==> config.mk <==
export PLATFORM = sky130hd
export DESIGN_NAME = diag_alarm_warning_flags
export DESIGN_NICKNAME = d
export VERILOG_FILES = /design/src/logic/diag_flags_pkg.sv /design/src/logic/cmp_window.sv /design/src/logic/diag_alarm_warning_flags.sv
export SDC_FILE = /design/constraint.sdc
export NUM_CORES = 1
export LEC_CHECK = 0
export BUFFER_PORTS_ARGS = -buffer_cell sky130_fd_sc_hd__clkbuf_2
export CAP_MARGIN = 30
export CORE_MARGIN = 3
export CORE_UTILIZATION = 44
export CTS_BUF_LIST = sky130_fd_sc_hd__clkbuf_8
export DETAILED_ROUTE_END_ITERATION = 8
export MAX_ROUTING_LAYER = met4
export PLACE_DENSITY = 0.7
export SLEW_MARGIN = 15
export SYNTH_ARGS = -nofsm -noshare
export SYNTH_HDL_FRONTEND = slang
export SYNTH_SLANG_ARGS = --single-unit
==> constraint.sdc <==
create_clock -name pclk -period 3.9 [get_ports pclk]
set_input_delay 0.39 -clock pclk [delete_from_list [all_inputs] [get_ports pclk]]
set_output_delay 0.39 -clock pclk [all_outputs]
set_load 0.05 [all_outputs]
==> src/logic/diag_flags_pkg.sv <==
// Constants shared by the diagnostic alarm and warning flag block.
// Assumes a 32-bit APB register bus; each register holds one aligned word.
package diag_flags_pkg;

    // Bus and data widths
    localparam int ADDR_W   = 12;
    localparam int DATA_W   = 32;
    localparam int IDX_W    = 7;
    localparam int TEMP_W   = 16;
    localparam int VCC_W    = 16;
    localparam int MARGIN_W = 8;
    localparam int THR16_N  = 8;
    localparam int FLAG_N   = 10;

    // Slots of the 16-bit threshold array
    localparam int T_TEMP_HI_ALM = 0;
    localparam int T_TEMP_LO_ALM = 1;
    localparam int T_TEMP_HI_WRN = 2;
    localparam int T_TEMP_LO_WRN = 3;
    localparam int T_VCC_HI_ALM  = 4;
    localparam int T_VCC_LO_ALM  = 5;
    localparam int T_VCC_HI_WRN  = 6;
    localparam int T_VCC_LO_WRN  = 7;

    // Register word indices; byte address is four times the index
    localparam logic [IDX_W-1:0] IDX_THR16 [THR16_N] = '{
        7'h00, 7'h02, 7'h04, 7'h06, 7'h08, 7'h0A, 7'h0C, 7'h0E};
    localparam logic [IDX_W-1:0] IDX_MRG_ALM       = 7'h28;
    localparam logic [IDX_W-1:0] IDX_MRG_WRN       = 7'h29;
    localparam logic [IDX_W-1:0] IDX_TEMP_NOW      = 7'h60;
    localparam logic [IDX_W-1:0] IDX_VCC_NOW       = 7'h62;
    localparam logic [IDX_W-1:0] IDX_ALARM_PRIMARY = 7'h70;
    localparam logic [IDX_W-1:0] IDX_ALARM_SECOND  = 7'h71;
    localparam logic [IDX_W-1:0] IDX_WARN_PRIMARY  = 7'h74;
    localparam logic [IDX_W-1:0] IDX_WARN_SECOND   = 7'h75;
    localparam logic [IDX_W-1:0] IDX_EVT_STATUS    = 7'h78;
    localparam logic [IDX_W-1:0] IDX_EVT_MASK      = 7'h79;

    // Threshold values after reset
    localparam logic [15:0] THR16_RST [THR16_N] = '{
        16'h7300, 16'hD800, 16'h6900, 16'hE700,
        16'h9858, 16'h6978, 16'h8DCC, 16'h7404};
    localparam logic [MARGIN_W-1:0] MRG_ALM_RST = 8'h08;
    localparam logic [MARGIN_W-1:0] MRG_WRN_RST = 8'h12;

    // Bit positions inside the flag bytes
    localparam int BIT_TEMP_HIGH  = 7;
    localparam int BIT_TEMP_LOW   = 6;
    localparam int BIT_VCC_HIGH   = 5;
    localparam int BIT_VCC_LOW    = 4;
    localparam int BIT_MARGIN_LOW = 5;

    // Positions in the flag, event status and mask vectors
    localparam int FA_THI = 0;
    localparam int FA_TLO = 1;
    localparam int FA_VHI = 2;
    localparam int FA_VLO = 3;
    localparam int FA_MLO = 4;
    localparam int FW_THI = 5;
    localparam int FW_TLO = 6;
    localparam int FW_VHI = 7;
    localparam int FW_VLO = 8;
    localparam int FW_MLO = 9;

    // Values after reset
    localparam logic [FLAG_N-1:0] FLAGS_RST  = 10'h000;
    localparam logic [FLAG_N-1:0] STATUS_RST = 10'h000;
    localparam logic [FLAG_N-1:0] MASK_RST   = 10'h000;
    localparam logic [DATA_W-1:0] WORD_ZERO  = 32'h0000_0000;
    localparam logic [TEMP_W-1:0] READ_RST   = 16'h0000;

endpackage : diag_flags_pkg

==> src/logic/cmp_window.sv <==
// Window comparator of one reading against a high and a low threshold.
// Assumes reading and thresholds share one encoding, signed or unsigned.
`timescale 1ns/1ns
module cmp_window #(
    parameter int         W          = 16,
    parameter logic       SIGNED_CMP = 1'b0
) (
    // Reading and thresholds
    input  wire logic [W-1:0] value,
    input  wire logic [W-1:0] thr_hi,
    input  wire logic [W-1:0] thr_lo,
    // Results
    output logic              above,
    output logic              below
);

    // Flipping the sign bit turns two's complement order into plain order
    localparam logic [W-1:0] BIAS = SIGNED_CMP ? {1'b1, {(W-1){1'b0}}} : '0;

    wire [W-1:0] v_b  = value ^ BIAS;
    wire [W-1:0] hi_b = thr_hi ^ BIAS;
    wire [W-1:0] lo_b = thr_lo ^ BIAS;

    // Strict compares: equal to a threshold raises nothing
    assign above = v_b > hi_b;
    assign below = v_b < lo_b;

endmodule : cmp_window

==> src/logic/diag_alarm_warning_flags.sv <==
// Diagnostic alarm and warning flags with threshold registers on APB.
// Assumes readings and the update strobe come from logic on pclk.
//
// Operation
// - Temperature above high alarm threshold sets primary alarm bit 7.
// - Temperature below low alarm threshold sets primary alarm bit 6.
// - Supply voltage above high alarm threshold sets primary alarm bit 5.
// - Supply voltage below low alarm threshold sets primary alarm bit 4.
// - Modulation margin below low alarm threshold sets secondary alarm bit 5.
// - Temperature above high warning threshold sets primary warning bit 7.
// - Temperature below low warning threshold sets primary warning bit 6.
// - Supply voltage above high warning threshold sets primary warning bit 5.
// - Supply voltage below low warning threshold sets primary warning bit 4.
// - Modulation margin below low warning threshold sets secondary warning bit 5.
// - Unused flag byte bits always read as zero.
// - Writes to flag bytes are acknowledged but change nothing.
// - Temperature compares as 16-bit signed values.
// - Supply voltage compares as 16-bit unsigned values.
// - Modulation margin compares as 8-bit signed values.
// - Flag bytes sit at indices 112, 113, 116 and 117.
//
// Implementation choices: the APB slave port and the address map.
`timescale 1ns/1ns
module diag_alarm_warning_flags (
    // Clock, reset and enable
    input  wire logic                                   pclk,
    input  wire logic                                   presetn,
    input  wire logic                                   ce,
    // APB slave
    input  wire logic                                   psel,
    input  wire logic                                   penable,
    input  wire logic                                   pwrite,
    input  wire logic [diag_flags_pkg::ADDR_W-1:0]      paddr,
    input  wire logic [diag_flags_pkg::DATA_W-1:0]      pwdata,
    output logic      [diag_flags_pkg::DATA_W-1:0]      prdata,
    output logic                                        pready,
    output logic                                        pslverr,
    // Measurement front end
    input  wire logic [diag_flags_pkg::TEMP_W-1:0]      temp_reading,
    input  wire logic [diag_flags_pkg::VCC_W-1:0]       vcc_reading,
    input  wire logic [diag_flags_pkg::MARGIN_W-1:0]    margin_reading,
    input  wire logic                                   meas_valid,
    // Interrupt
    output logic                                        irq
);

    import diag_flags_pkg::*;

    // Places one flag into its byte position
    function automatic logic [7:0] put(input logic b, input int pos);
        put = 8'(b) << pos;
    endfunction : put

    logic [15:0]          thr16 [THR16_N];
    logic [MARGIN_W-1:0]  thr_mrg_alm;
    logic [MARGIN_W-1:0]  thr_mrg_wrn;
    logic [TEMP_W-1:0]    temp_now;
    logic [VCC_W-1:0]     vcc_now;
    logic [FLAG_N-1:0]    flags;
    logic [FLAG_N-1:0]    status;
    logic [FLAG_N-1:0]    mask;
    logic [DATA_W-1:0]    rd_word;

    // Address decode
    wire [IDX_W-1:0]   word    = paddr[IDX_W+1:2];
    wire               addr_ok = (paddr[1:0] == 2'h0) && (paddr[ADDR_W-1:IDX_W+2] == '0);
    wire [THR16_N-1:0] sel_thr16;
    wire               sel_mrg_alm  = addr_ok && (word == IDX_MRG_ALM);
    wire               sel_mrg_wrn  = addr_ok && (word == IDX_MRG_WRN);
    wire               sel_temp_now = addr_ok && (word == IDX_TEMP_NOW);
    wire               sel_vcc_now  = addr_ok && (word == IDX_VCC_NOW);
    wire               sel_ap       = addr_ok && (word == IDX_ALARM_PRIMARY);
    wire               sel_as       = addr_ok && (word == IDX_ALARM_SECOND);
    wire               sel_wp       = addr_ok && (word == IDX_WARN_PRIMARY);
    wire               sel_ws       = addr_ok && (word == IDX_WARN_SECOND);
    wire               sel_status   = addr_ok && (word == IDX_EVT_STATUS);
    wire               sel_mask     = addr_ok && (word == IDX_EVT_MASK);
    wire               sel_flag     = sel_ap || sel_as || sel_wp || sel_ws;

    for (genvar i = 0; i < THR16_N; i++) begin : g_dec
        assign sel_thr16[i] = addr_ok && (word == IDX_THR16[i]);
    end

    wire hit = (|sel_thr16) || sel_mrg_alm || sel_mrg_wrn || sel_temp_now
             || sel_vcc_now || sel_flag || sel_status || sel_mask;

    // Access phase before the answer; writes land at the completing edge
    wire access = psel && penable && !pready;
    wire wr     = ce && psel && penable && pready && pwrite;

    // Sixteen-bit threshold registers
    for (genvar i = 0; i < THR16_N; i++) begin : g_thr
        always_ff @(posedge pclk or negedge presetn) begin
            if (!presetn) begin
                thr16[i] <= THR16_RST[i];
            end else if (wr && sel_thr16[i]) begin
                thr16[i] <= pwdata[15:0];
            end
        end
    end

    // Margin threshold registers
    always_ff @(posedge pclk or negedge presetn) begin
        if (!presetn) begin
            thr_mrg_alm <= MRG_ALM_RST;
            thr_mrg_wrn <= MRG_WRN_RST;
        end else begin
            if (wr && sel_mrg_alm) begin
                thr_mrg_alm <= pwdata[MARGIN_W-1:0];
            end
            if (wr && sel_mrg_wrn) begin
                thr_mrg_wrn <= pwdata[MARGIN_W-1:0];
            end
        end
    end

    // Comparator results
    wire c_temp_hi_alm;
    wire c_temp_lo_alm;
    wire c_temp_hi_wrn;
    wire c_temp_lo_wrn;
    wire c_vcc_hi_alm;
    wire c_vcc_lo_alm;
    wire c_vcc_hi_wrn;
    wire c_vcc_lo_wrn;
    wire c_mrg_lo_alm;
    wire c_mrg_lo_wrn;

    // Temperature, signed
    cmp_window #(.W(TEMP_W), .SIGNED_CMP(1'b1)) u_temp_alm (
        .value  (temp_reading),
        .thr_hi (thr16[T_TEMP_HI_ALM]),
        .thr_lo (thr16[T_TEMP_LO_ALM]),
        .above  (c_temp_hi_alm),
        .below  (c_temp_lo_alm)
    );
    cmp_window #(.W(TEMP_W), .SIGNED_CMP(1'b1)) u_temp_wrn (
        .value  (temp_reading),
        .thr_hi (thr16[T_TEMP_HI_WRN]),
        .thr_lo (thr16[T_TEMP_LO_WRN]),
        .above  (c_temp_hi_wrn),
        .below  (c_temp_lo_wrn)
    );

    // Supply voltage, unsigned
    cmp_window #(.W(VCC_W), .SIGNED_CMP(1'b0)) u_vcc_alm (
        .value  (vcc_reading),
        .thr_hi (thr16[T_VCC_HI_ALM]),
        .thr_lo (thr16[T_VCC_LO_ALM]),
        .above  (c_vcc_hi_alm),
        .below  (c_vcc_lo_alm)
    );
    cmp_window #(.W(VCC_W), .SIGNED_CMP(1'b0)) u_vcc_wrn (
        .value  (vcc_reading),
        .thr_hi (thr16[T_VCC_HI_WRN]),
        .thr_lo (thr16[T_VCC_LO_WRN]),
        .above  (c_vcc_hi_wrn),
        .below  (c_vcc_lo_wrn)
    );

    // Modulation margin, signed, low side only
    cmp_window #(.W(MARGIN_W), .SIGNED_CMP(1'b1)) u_mrg_alm (
        .value  (margin_reading),
        .thr_hi (thr_mrg_alm),
        .thr_lo (thr_mrg_alm),
        .above  (),
        .below  (c_mrg_lo_alm)
    );
    cmp_window #(.W(MARGIN_W), .SIGNED_CMP(1'b1)) u_mrg_wrn (
        .value  (margin_reading),
        .thr_hi (thr_mrg_wrn),
        .thr_lo (thr_mrg_wrn),
        .above  (),
        .below  (c_mrg_lo_wrn)
    );

    // Flag vector for the next update
    wire [FLAG_N-1:0] next_flags;
    assign next_flags[FA_THI] = c_temp_hi_alm;
    assign next_flags[FA_TLO] = c_temp_lo_alm;
    assign next_flags[FA_VHI] = c_vcc_hi_alm;
    assign next_flags[FA_VLO] = c_vcc_lo_alm;
    assign next_flags[FA_MLO] = c_mrg_lo_alm;
    assign next_flags[FW_THI] = c_temp_hi_wrn;
    assign next_flags[FW_TLO] = c_temp_lo_wrn;
    assign next_flags[FW_VHI] = c_vcc_hi_wrn;
    assign next_flags[FW_VLO] = c_vcc_lo_wrn;
    assign next_flags[FW_MLO] = c_mrg_lo_wrn;

    // Update strobe, newly raised flags, and write-one-to-clear
    wire              upd         = ce && meas_valid;
    wire [FLAG_N-1:0] raise       = upd ? (next_flags & ~flags) : '0;
    wire [FLAG_N-1:0] w1c         = (wr && sel_status) ? pwdata[FLAG_N-1:0] : '0;
    wire [FLAG_N-1:0] next_status = (status & ~w1c) | raise;  // Set wins over clear

    // Flags and latest readings, replaced on every update only
    always_ff @(posedge pclk or negedge presetn) begin
        if (!presetn) begin
            flags    <= FLAGS_RST;
            temp_now <= READ_RST;
            vcc_now  <= READ_RST;
        end else if (upd) begin
            flags    <= next_flags;
            temp_now <= temp_reading;
            vcc_now  <= vcc_reading;
        end
    end

    // Event status, mask and interrupt line
    always_ff @(posedge pclk or negedge presetn) begin
        if (!presetn) begin
            status <= STATUS_RST;
            mask   <= MASK_RST;
            irq    <= 1'b0;
        end else if (ce) begin
            status <= next_status;
            irq    <= |(status & mask);
            if (wr && sel_mask) begin
                mask <= pwdata[FLAG_N-1:0];
            end
        end
    end

    // Flag bytes with unused bits fixed at zero
    wire [7:0] byte_ap = put(flags[FA_THI], BIT_TEMP_HIGH) | put(flags[FA_TLO], BIT_TEMP_LOW)
                       | put(flags[FA_VHI], BIT_VCC_HIGH) | put(flags[FA_VLO], BIT_VCC_LOW);
    wire [7:0] byte_as = put(flags[FA_MLO], BIT_MARGIN_LOW);
    wire [7:0] byte_wp = put(flags[FW_THI], BIT_TEMP_HIGH) | put(flags[FW_TLO], BIT_TEMP_LOW)
                       | put(flags[FW_VHI], BIT_VCC_HIGH) | put(flags[FW_VLO], BIT_VCC_LOW);
    wire [7:0] byte_ws = put(flags[FW_MLO], BIT_MARGIN_LOW);

    // Read data selection
    always_comb begin
        rd_word = WORD_ZERO;
        for (int i = 0; i < THR16_N; i++) begin
            if (sel_thr16[i]) begin
                rd_word = {16'h0000, thr16[i]};
            end
        end
        if (sel_mrg_alm) rd_word = {24'h00_0000, thr_mrg_alm};
        if (sel_mrg_wrn) rd_word = {24'h00_0000, thr_mrg_wrn};
        if (sel_temp_now) rd_word = {16'h0000, temp_now};
        if (sel_vcc_now) rd_word = {16'h0000, vcc_now};
        if (sel_ap) rd_word = {24'h00_0000, byte_ap};
        if (sel_as) rd_word = {24'h00_0000, byte_as};
        if (sel_wp) rd_word = {24'h00_0000, byte_wp};
        if (sel_ws) rd_word = {24'h00_0000, byte_ws};
        if (sel_status) rd_word = {22'h00_0000, status};
        if (sel_mask) rd_word = {22'h00_0000, mask};
    end

    // APB answer one cycle into the access phase; flag writes fall through
    always_ff @(posedge pclk or negedge presetn) begin
        if (!presetn) begin
            pready  <= 1'b0;
            prdata  <= WORD_ZERO;
            pslverr <= 1'b0;
        end else if (ce) begin
            pready <= access;
            if (access) begin
                prdata  <= pwrite ? WORD_ZERO : rd_word;
                pslverr <= !hit;
            end
        end
    end
endmodule : diag_alarm_warning_flags

# Word-level counts from Yosys, hierarchy flattened

Cells that the tools add are included.

Input bits: 91
Word-level logic and storage cells: 144
Output and inout bits: 35
Register bits after elaboration: 241

$lt $le $gt $ge: 10
Reductions and logical operators: 57
Bitwise operators: 20
Mux-type cells: 21
Equal/unequal tests: 17

Operators with widths:

| operator                                                              | number |
|---|---|
| 32-bit two-way mux                                                    | 14 |
| 16-bit two-way mux                                                    | 5 |
| 16-bit greater-than comparator                                        | 4 |
| 16-bit less-than comparator                                           | 4 |
| 7-bit equality test, second input constant                            | 8 |
| 1-bit logical AND                                                     | 38 |
| 10-bit AND                                                            | 3 |
| 7-bit by 4-bit equality test with 1-bit output, second input constant | 4 |
| 10-bit two-way mux                                                    | 2 |
| 10-bit NOT                                                            | 2 |
| 8-bit less-than comparator                                            | 2 |
| 8-bit by 5-bit OR with 8-bit output                                   | 2 |
| 8-bit by 6-bit OR with 8-bit output                                   | 2 |
| 8-bit by 7-bit OR with 8-bit output                                   | 2 |
| 7-bit by 3-bit equality test with 1-bit output, second input constant | 2 |
| 7-bit by 6-bit equality test with 1-bit output, second input constant | 2 |
| 1-bit logical OR                                                      | 10 |
| 10-bit OR                                                             | 1 |
| 10-bit OR reduction                                                   | 1 |
| 1-bit NOT                                                             | 8 |
| 8-bit OR reduction                                                    | 1 |
| 7-bit by 2-bit equality test with 1-bit output, second input constant | 1 |
| 7-bit logical NOT                                                     | 1 |
| 2-bit AND reduction                                                   | 2 |
| other kinds (3)                                                       | 4 |

# Longest topological paths before layout

Depth after elaboration: 22
Depth in mapped cells: 9
Depth with buffers taken out: 8

# Hierarchy

From an unflattened synthesis, not the netlist that was laid out.

Cells, all modules: 1504
Area, all modules: 15443.6 um2

By module, submodules not included:

| module                      | instances | area an instance (um2) | cells each |
|---|---|---|---|
| diag_alarm_warning_flags    | 1         | 11524.8                | 974 |
| cmp_window (u_vcc_alm ...)  | 2         | 795.8                  | 109 |
| cmp_window (u_temp_alm ...) | 2         | 792.0                  | 108 |
| cmp_window (u_mrg_alm ...)  | 2         | 371.6                  | 48 |

# Worst setup path before layout

Ideal clock, no wire load.

Kind: input-to-reg
From: input paddr[1] in the netlist's numbering
To: register thr16[48] in the netlist's numbering
Setup time: 125 ps
Required time: 3775 ps
Setup slack: 1101 ps
Data arrival time: 2674 ps
Path buffers: 2
Stages: 7
Cell sequence: or4_4 or4_1 buf_2 nor3_4 nand2_2 buf_6 mux2_2

Longest elaborated chain between the ends: 4

RTL lines:

| item                           | RTL line                       | RTL |
|---|---|---|
| start: declaration             | diag_alarm_warning_flags.sv:33 | `input wire logic [diag_flags_pkg::ADDR_W-1:0] paddr,` |
| 2-bit logical NOT              | diag_alarm_warning_flags.sv:66 | `wire addr_ok = (paddr[1:0] == 2'h0) && (paddr[ADDR_W-1:IDX_W+2] == '0);` |
| 1-bit logical AND              | diag_alarm_warning_flags.sv:66 |  |
| 1-bit logical AND              | diag_alarm_warning_flags.sv:81 | `assign sel_thr16[i] = addr_ok && (word == IDX_THR16[i]);` |
| 1-bit logical AND              | diag_alarm_warning_flags.sv:96 | `end else if (wr && sel_thr16[i]) begin` |
| end signal: indexed assignment | diag_alarm_warning_flags.sv:95 | `thr16[i] <= THR16_RST[i];` |
| end signal: indexed assignment | diag_alarm_warning_flags.sv:97 | `thr16[i] <= pwdata[15:0];` |
| end: declaration               | diag_alarm_warning_flags.sv:54 | `logic [15:0] thr16 [THR16_N];` |

Every way passes these cells.
A chain may end at the register's enable or synchronous reset.

# Final worst setup path

From: input paddr[1] in the netlist's numbering
To: register prdata[9] in the netlist's numbering

Longest elaborated chain between the ends: 22
Elaborated cells on any way between the ends: 39

RTL lines:

| item                             | RTL line                        | RTL |
|---|---|---|
| 2-bit logical NOT *              | diag_alarm_warning_flags.sv:66  |  |
| 1-bit logical AND *              | diag_alarm_warning_flags.sv:66  |  |
| 1-bit logical AND                | diag_alarm_warning_flags.sv:81  |  |
| 16-bit two-way mux (5 in series) | diag_alarm_warning_flags.sv:236 | `if (sel_thr16[i]) begin` |
| 32-bit two-way mux (3 in series) | diag_alarm_warning_flags.sv:236 |  |
| 32-bit two-way mux               | diag_alarm_warning_flags.sv:240 | `if (sel_mrg_alm) rd_word = {24'h00_0000, thr_mrg_alm};` |
| 32-bit two-way mux               | diag_alarm_warning_flags.sv:241 | `if (sel_mrg_wrn) rd_word = {24'h00_0000, thr_mrg_wrn};` |
| 32-bit two-way mux               | diag_alarm_warning_flags.sv:242 | `if (sel_temp_now) rd_word = {16'h0000, temp_now};` |
| 32-bit two-way mux               | diag_alarm_warning_flags.sv:243 | `if (sel_vcc_now) rd_word = {16'h0000, vcc_now};` |
| 32-bit two-way mux               | diag_alarm_warning_flags.sv:244 | `if (sel_ap) rd_word = {24'h00_0000, byte_ap};` |
| 32-bit two-way mux               | diag_alarm_warning_flags.sv:245 | `if (sel_as) rd_word = {24'h00_0000, byte_as};` |
| 32-bit two-way mux               | diag_alarm_warning_flags.sv:246 | `if (sel_wp) rd_word = {24'h00_0000, byte_wp};` |
| 32-bit two-way mux               | diag_alarm_warning_flags.sv:247 | `if (sel_ws) rd_word = {24'h00_0000, byte_ws};` |
| 32-bit two-way mux               | diag_alarm_warning_flags.sv:248 | `if (sel_status) rd_word = {22'h00_0000, status};` |
| 32-bit two-way mux *             | diag_alarm_warning_flags.sv:249 | `if (sel_mask) rd_word = {22'h00_0000, mask};` |
| 32-bit two-way mux *             | diag_alarm_warning_flags.sv:261 | `prdata <= pwrite ? WORD_ZERO : rd_word;` |
| end signal: assignment           | diag_alarm_warning_flags.sv:261 |  |
| end: declaration                 | diag_alarm_warning_flags.sv:35  | `output logic [diag_flags_pkg::DATA_W-1:0] prdata,` |

Mark *: on every way between the ends. The rest lies on a longest branch, timed or not.

==> flow_metrics.tcl <==
set metrics [dict create \
    status "finished clean" \
    drtIter0Drc 1134 \
    vias 12160 \
    initial_core_util 0.4519 \
    synthArstFlopShare 1.000 \
    min_from "vcc_reading[9]" \
    postLayoutSetupSlackWorst_ps 1055 \
    synth_warnings 0 \
    synth-seq-cells 225 \
    rsz0062_at_grt "no" \
    avgSynthCellArea_um2 10.25 \
    cts_tree "built" \
    synth_cell_types 80 \
    fmax_ghz 0.3514 \
    die_h_um 187.0 \
    synth_flop_cell "dfrtp_1" \
    synthTopCellsByArea "dfrtp_1, mux2_2, ha_1, dfstp_2, inv_1" \
    wire_per_inst_um 25.15 \
    dp_slack_ps 596.1 \
    drt_wl_total_mm 50.06 \
    ir_worst_vdd_mv 0.2933 \
    p_leak_nw 7.424 \
    gp_congestion 1.008 \
    tns_ps 0 \
    crit_type "input port to flop" \
    drt_pass1_iterations 7 \
    skew_ps 26.94 \
    drc 0 \
    yosysTopAreaCellShare 0.3057 \
    clock_latency_ps 560 \
    fin_hold_ws_ps 178.9 \
    syn_inst 1405 \
    cts.clk_slew.worst_paths_ps 60 \
    antenna_found_initial 3 \
    whs_path_depth 2 \
    design.portCount 126 \
    dieArea_um2 34950 \
    synth_area_leader_cell "dfrtp_1" \
    reg2regPathDepth 7 \
    final_util 0.5122 \
    post-cts-setup-buffers 0 \
    r2r_slack_ps 1390 \
    startpoint "paddr[1]" \
    synth-edff-count 0 \
    grt_pass1_vias 12020 \
    fin_crit_ps 2845 \
    cts_made_buffers 42 \
    htree_levels 2 \
    fin_crit_sh 0.7296 \
    root_buffer "clkbuf_8" \
    cp_data_required_time_ps 4390 \
    max_slew_margin 0.3954 \
    hold_class "input port to flop" \
    grt_max_degree 104 \
    fillCellCount 2953 \
    worst_pin_slew_ps 894.4 \
    numPortBuffers 93 \
    crit_fanout 18 \
    drive_gt1_frac 0.2945 \
    gr-total-overflow 0 \
    clkSinkCount 225 \
    r2r_start "status[4]$_DFFE_PN0P_" \
    synth_area_um2 14410 \
    syn2layout_area_growth_pct 13.35 \
    die_w_um 187.0 \
    gr-usage-all-layers 0.2884 \
    crit_arrival_ps 3340 \
    clk_path_buf_depth 3 \
    grt_pass1_wl_mm 74.80 \
    cap_viol_max_count 0 \
    hold_viol 0 \
    power_density_nw_per_um2 338.0 \
    ant_nets 0 \
    end_kind "flop" \
    core_area_um2 31880 \
    maxSlewViolCount 0 \
    rows 65 \
    yosysSeqAreaShare 0.3950 \
    vias_per_cell 6.109 \
    report.final.setup_viol 0 \
    hpwl_mm 37.64 \
    finalNetCount 1748 \
    critPathLaunchType "input port" \
]
[Yosys cell counts, types with 5 or more instances]
cell,n
nand2_4,6
o311a_1,5
o2111ai_1,5
a221oi_1,6
nor4_1,10
o221ai_1,5
nand3_1,30
a22oi_1,12
dfrtp_1,176
nor3b_1,5
o211ai_1,8
o22ai_1,12
a21o_1,33
dfstp_2,49
o21ai_0,71
buf_2,8
nor3_1,20
clkbuf_1,51
a211oi_1,16
a2111oi_0,6
nand4_1,20
inv_1,150
nand2_1,81
nand2b_1,10
o31ai_1,5
a32o_1,5
a211o_1,5
a22o_1,13
a21oi_1,58
mux2i_1,12
a2111o_1,6
ha_1,138
o21a_1,13
o32ai_1,7
or2_2,5
a31oi_1,11
mux2_2,184
or3_1,5
nor2_1,40
nor2b_1,11
buf_4,17
a222oi_1,7
[final timing paths]
check | to
max reg2reg | prdata[4]$_DFFE_PN0P_
min reg2reg | pslverr$_DFFE_PN0P_
max in group asynchronous | thr16[110]$_DFFE_PN1P_
min in group asynchronous | mask[6]$_DFFE_PN0P_
min | vcc_now[9]$_DFFE_PN0P_
max | prdata[9]$_DFFE_PN0P_
[routing by layer]
layer / track usage / up-vias / routed length, um
met1: 0.3755 / 6065 / 21300
met2: 0.4491 / 566 / 23020
met4: 0.1056 / 0 / 2108
met5: - / - / 0
met3: 0.05697 / 135 / 3634
li1: - / 5390 / -
[stage by stage]
| stage | total power [mW] | area (um^2) | instances |
|---|---|---|---|
| after floorplan | 2.886 | 14460 | 1420 |
| after global placement | 3.192 | 15450 | 1909 |
| after detailed placement | 3.210 | 15450 | 1909 |
| after CTS | 5.541 | 16320 | 1987 |
| after global routing | 5.725 | 16330 | 1990 |
| final | 5.519 | 16330 | 1990 |
[final cells by class]
type	instances	area (um^2)	share of cell area
well taps	435	544.3	0.03333
multi-input cells	964	7839	0.4800
clock buffers	56	770.7	0.04720
diodes	3	7.507	0.0004597
flip-flops and latches	225	5692	0.3485
clock inverters	21	92.59	0.005670
inverters	151	566.8	0.03471
repair buffers	135	818.3	0.05011
[critical path, stage by stage]
cell      delay (ps)
clkbuf_2          90
or4_4            580
or4_1            900
nor2_1           660
a221oi_1         190
a31oi_1          380
a21o_1           130
[repair_timing]
action                    CTS  global route
gates resized for setup     0             0
hold endpoints to repair   88             0
hold buffers                1             0
[kinds of logic (layout without fill, tap and decap cells)]
| logic type | count (synthesis) | in the layout | share of synthesized area |
|---|---|---|---|
| adder cells (fa/ha/maj) | 138 | 138 | 0.1198 |
| AO/OA/AOI/OAI | 340 | 340 | 0.1648 |
| other | 1 | 19 | 0.0002603 |
| buffers and inverters | 231 | 363 | 0.06583 |
| multiplexers | 196 | 196 | 0.1521 |
| flip-flops | 225 | 225 | 0.3950 |
| AND/OR/NAND/NOR | 273 | 273 | 0.1014 |
| XOR/XNOR | 1 | 1 | 0.0006080 |
[power by group]
part | internal (mW) | leakage, nW | switching, mW
registers | 2.42 | 2.83 | 0.0873
clock network | 1.28 | 0.498 | 1.05
logic | 0.229 | 4.09 | 0.448
[sequential cells by signal, indices dropped and copies added (netlist names)]
signal	cells
thr16	128
prdata	16
temp_now	16
vcc_now	16
flags	10
mask	10
status	10
thr_mrg_alm	8
thr_mrg_wrn	8
irq	1
pready	1
pslverr	1
[layout by cell type, fill, tap and decap left out, drive strengths merged, types with 8 or more instances in the layout]
| master | count |
|---|---|
| inv | 162 |
| mux2 | 184 |
| mux2i | 12 |
| a21o | 33 |
| o21a | 13 |
| buf | 42 |
| o21ai | 71 |
| a31oi | 11 |
| o211ai | 8 |
| o22ai | 12 |
| nor4 | 11 |
| a21oi | 58 |
| ha | 138 |
| nor2b | 11 |
| nand3 | 30 |
| nor2 | 41 |
| nand4 | 20 |
| clkbuf | 148 |
| conb | 16 |
| dfrtp | 176 |
| nand2 | 88 |
| a22oi | 12 |
| nand2b | 10 |
| nor3 | 21 |
| a22o | 13 |
| clkinv | 9 |
| dfstp | 49 |
| a211oi | 16 |
No activity file was read; power rests on OpenSTA's default activity.
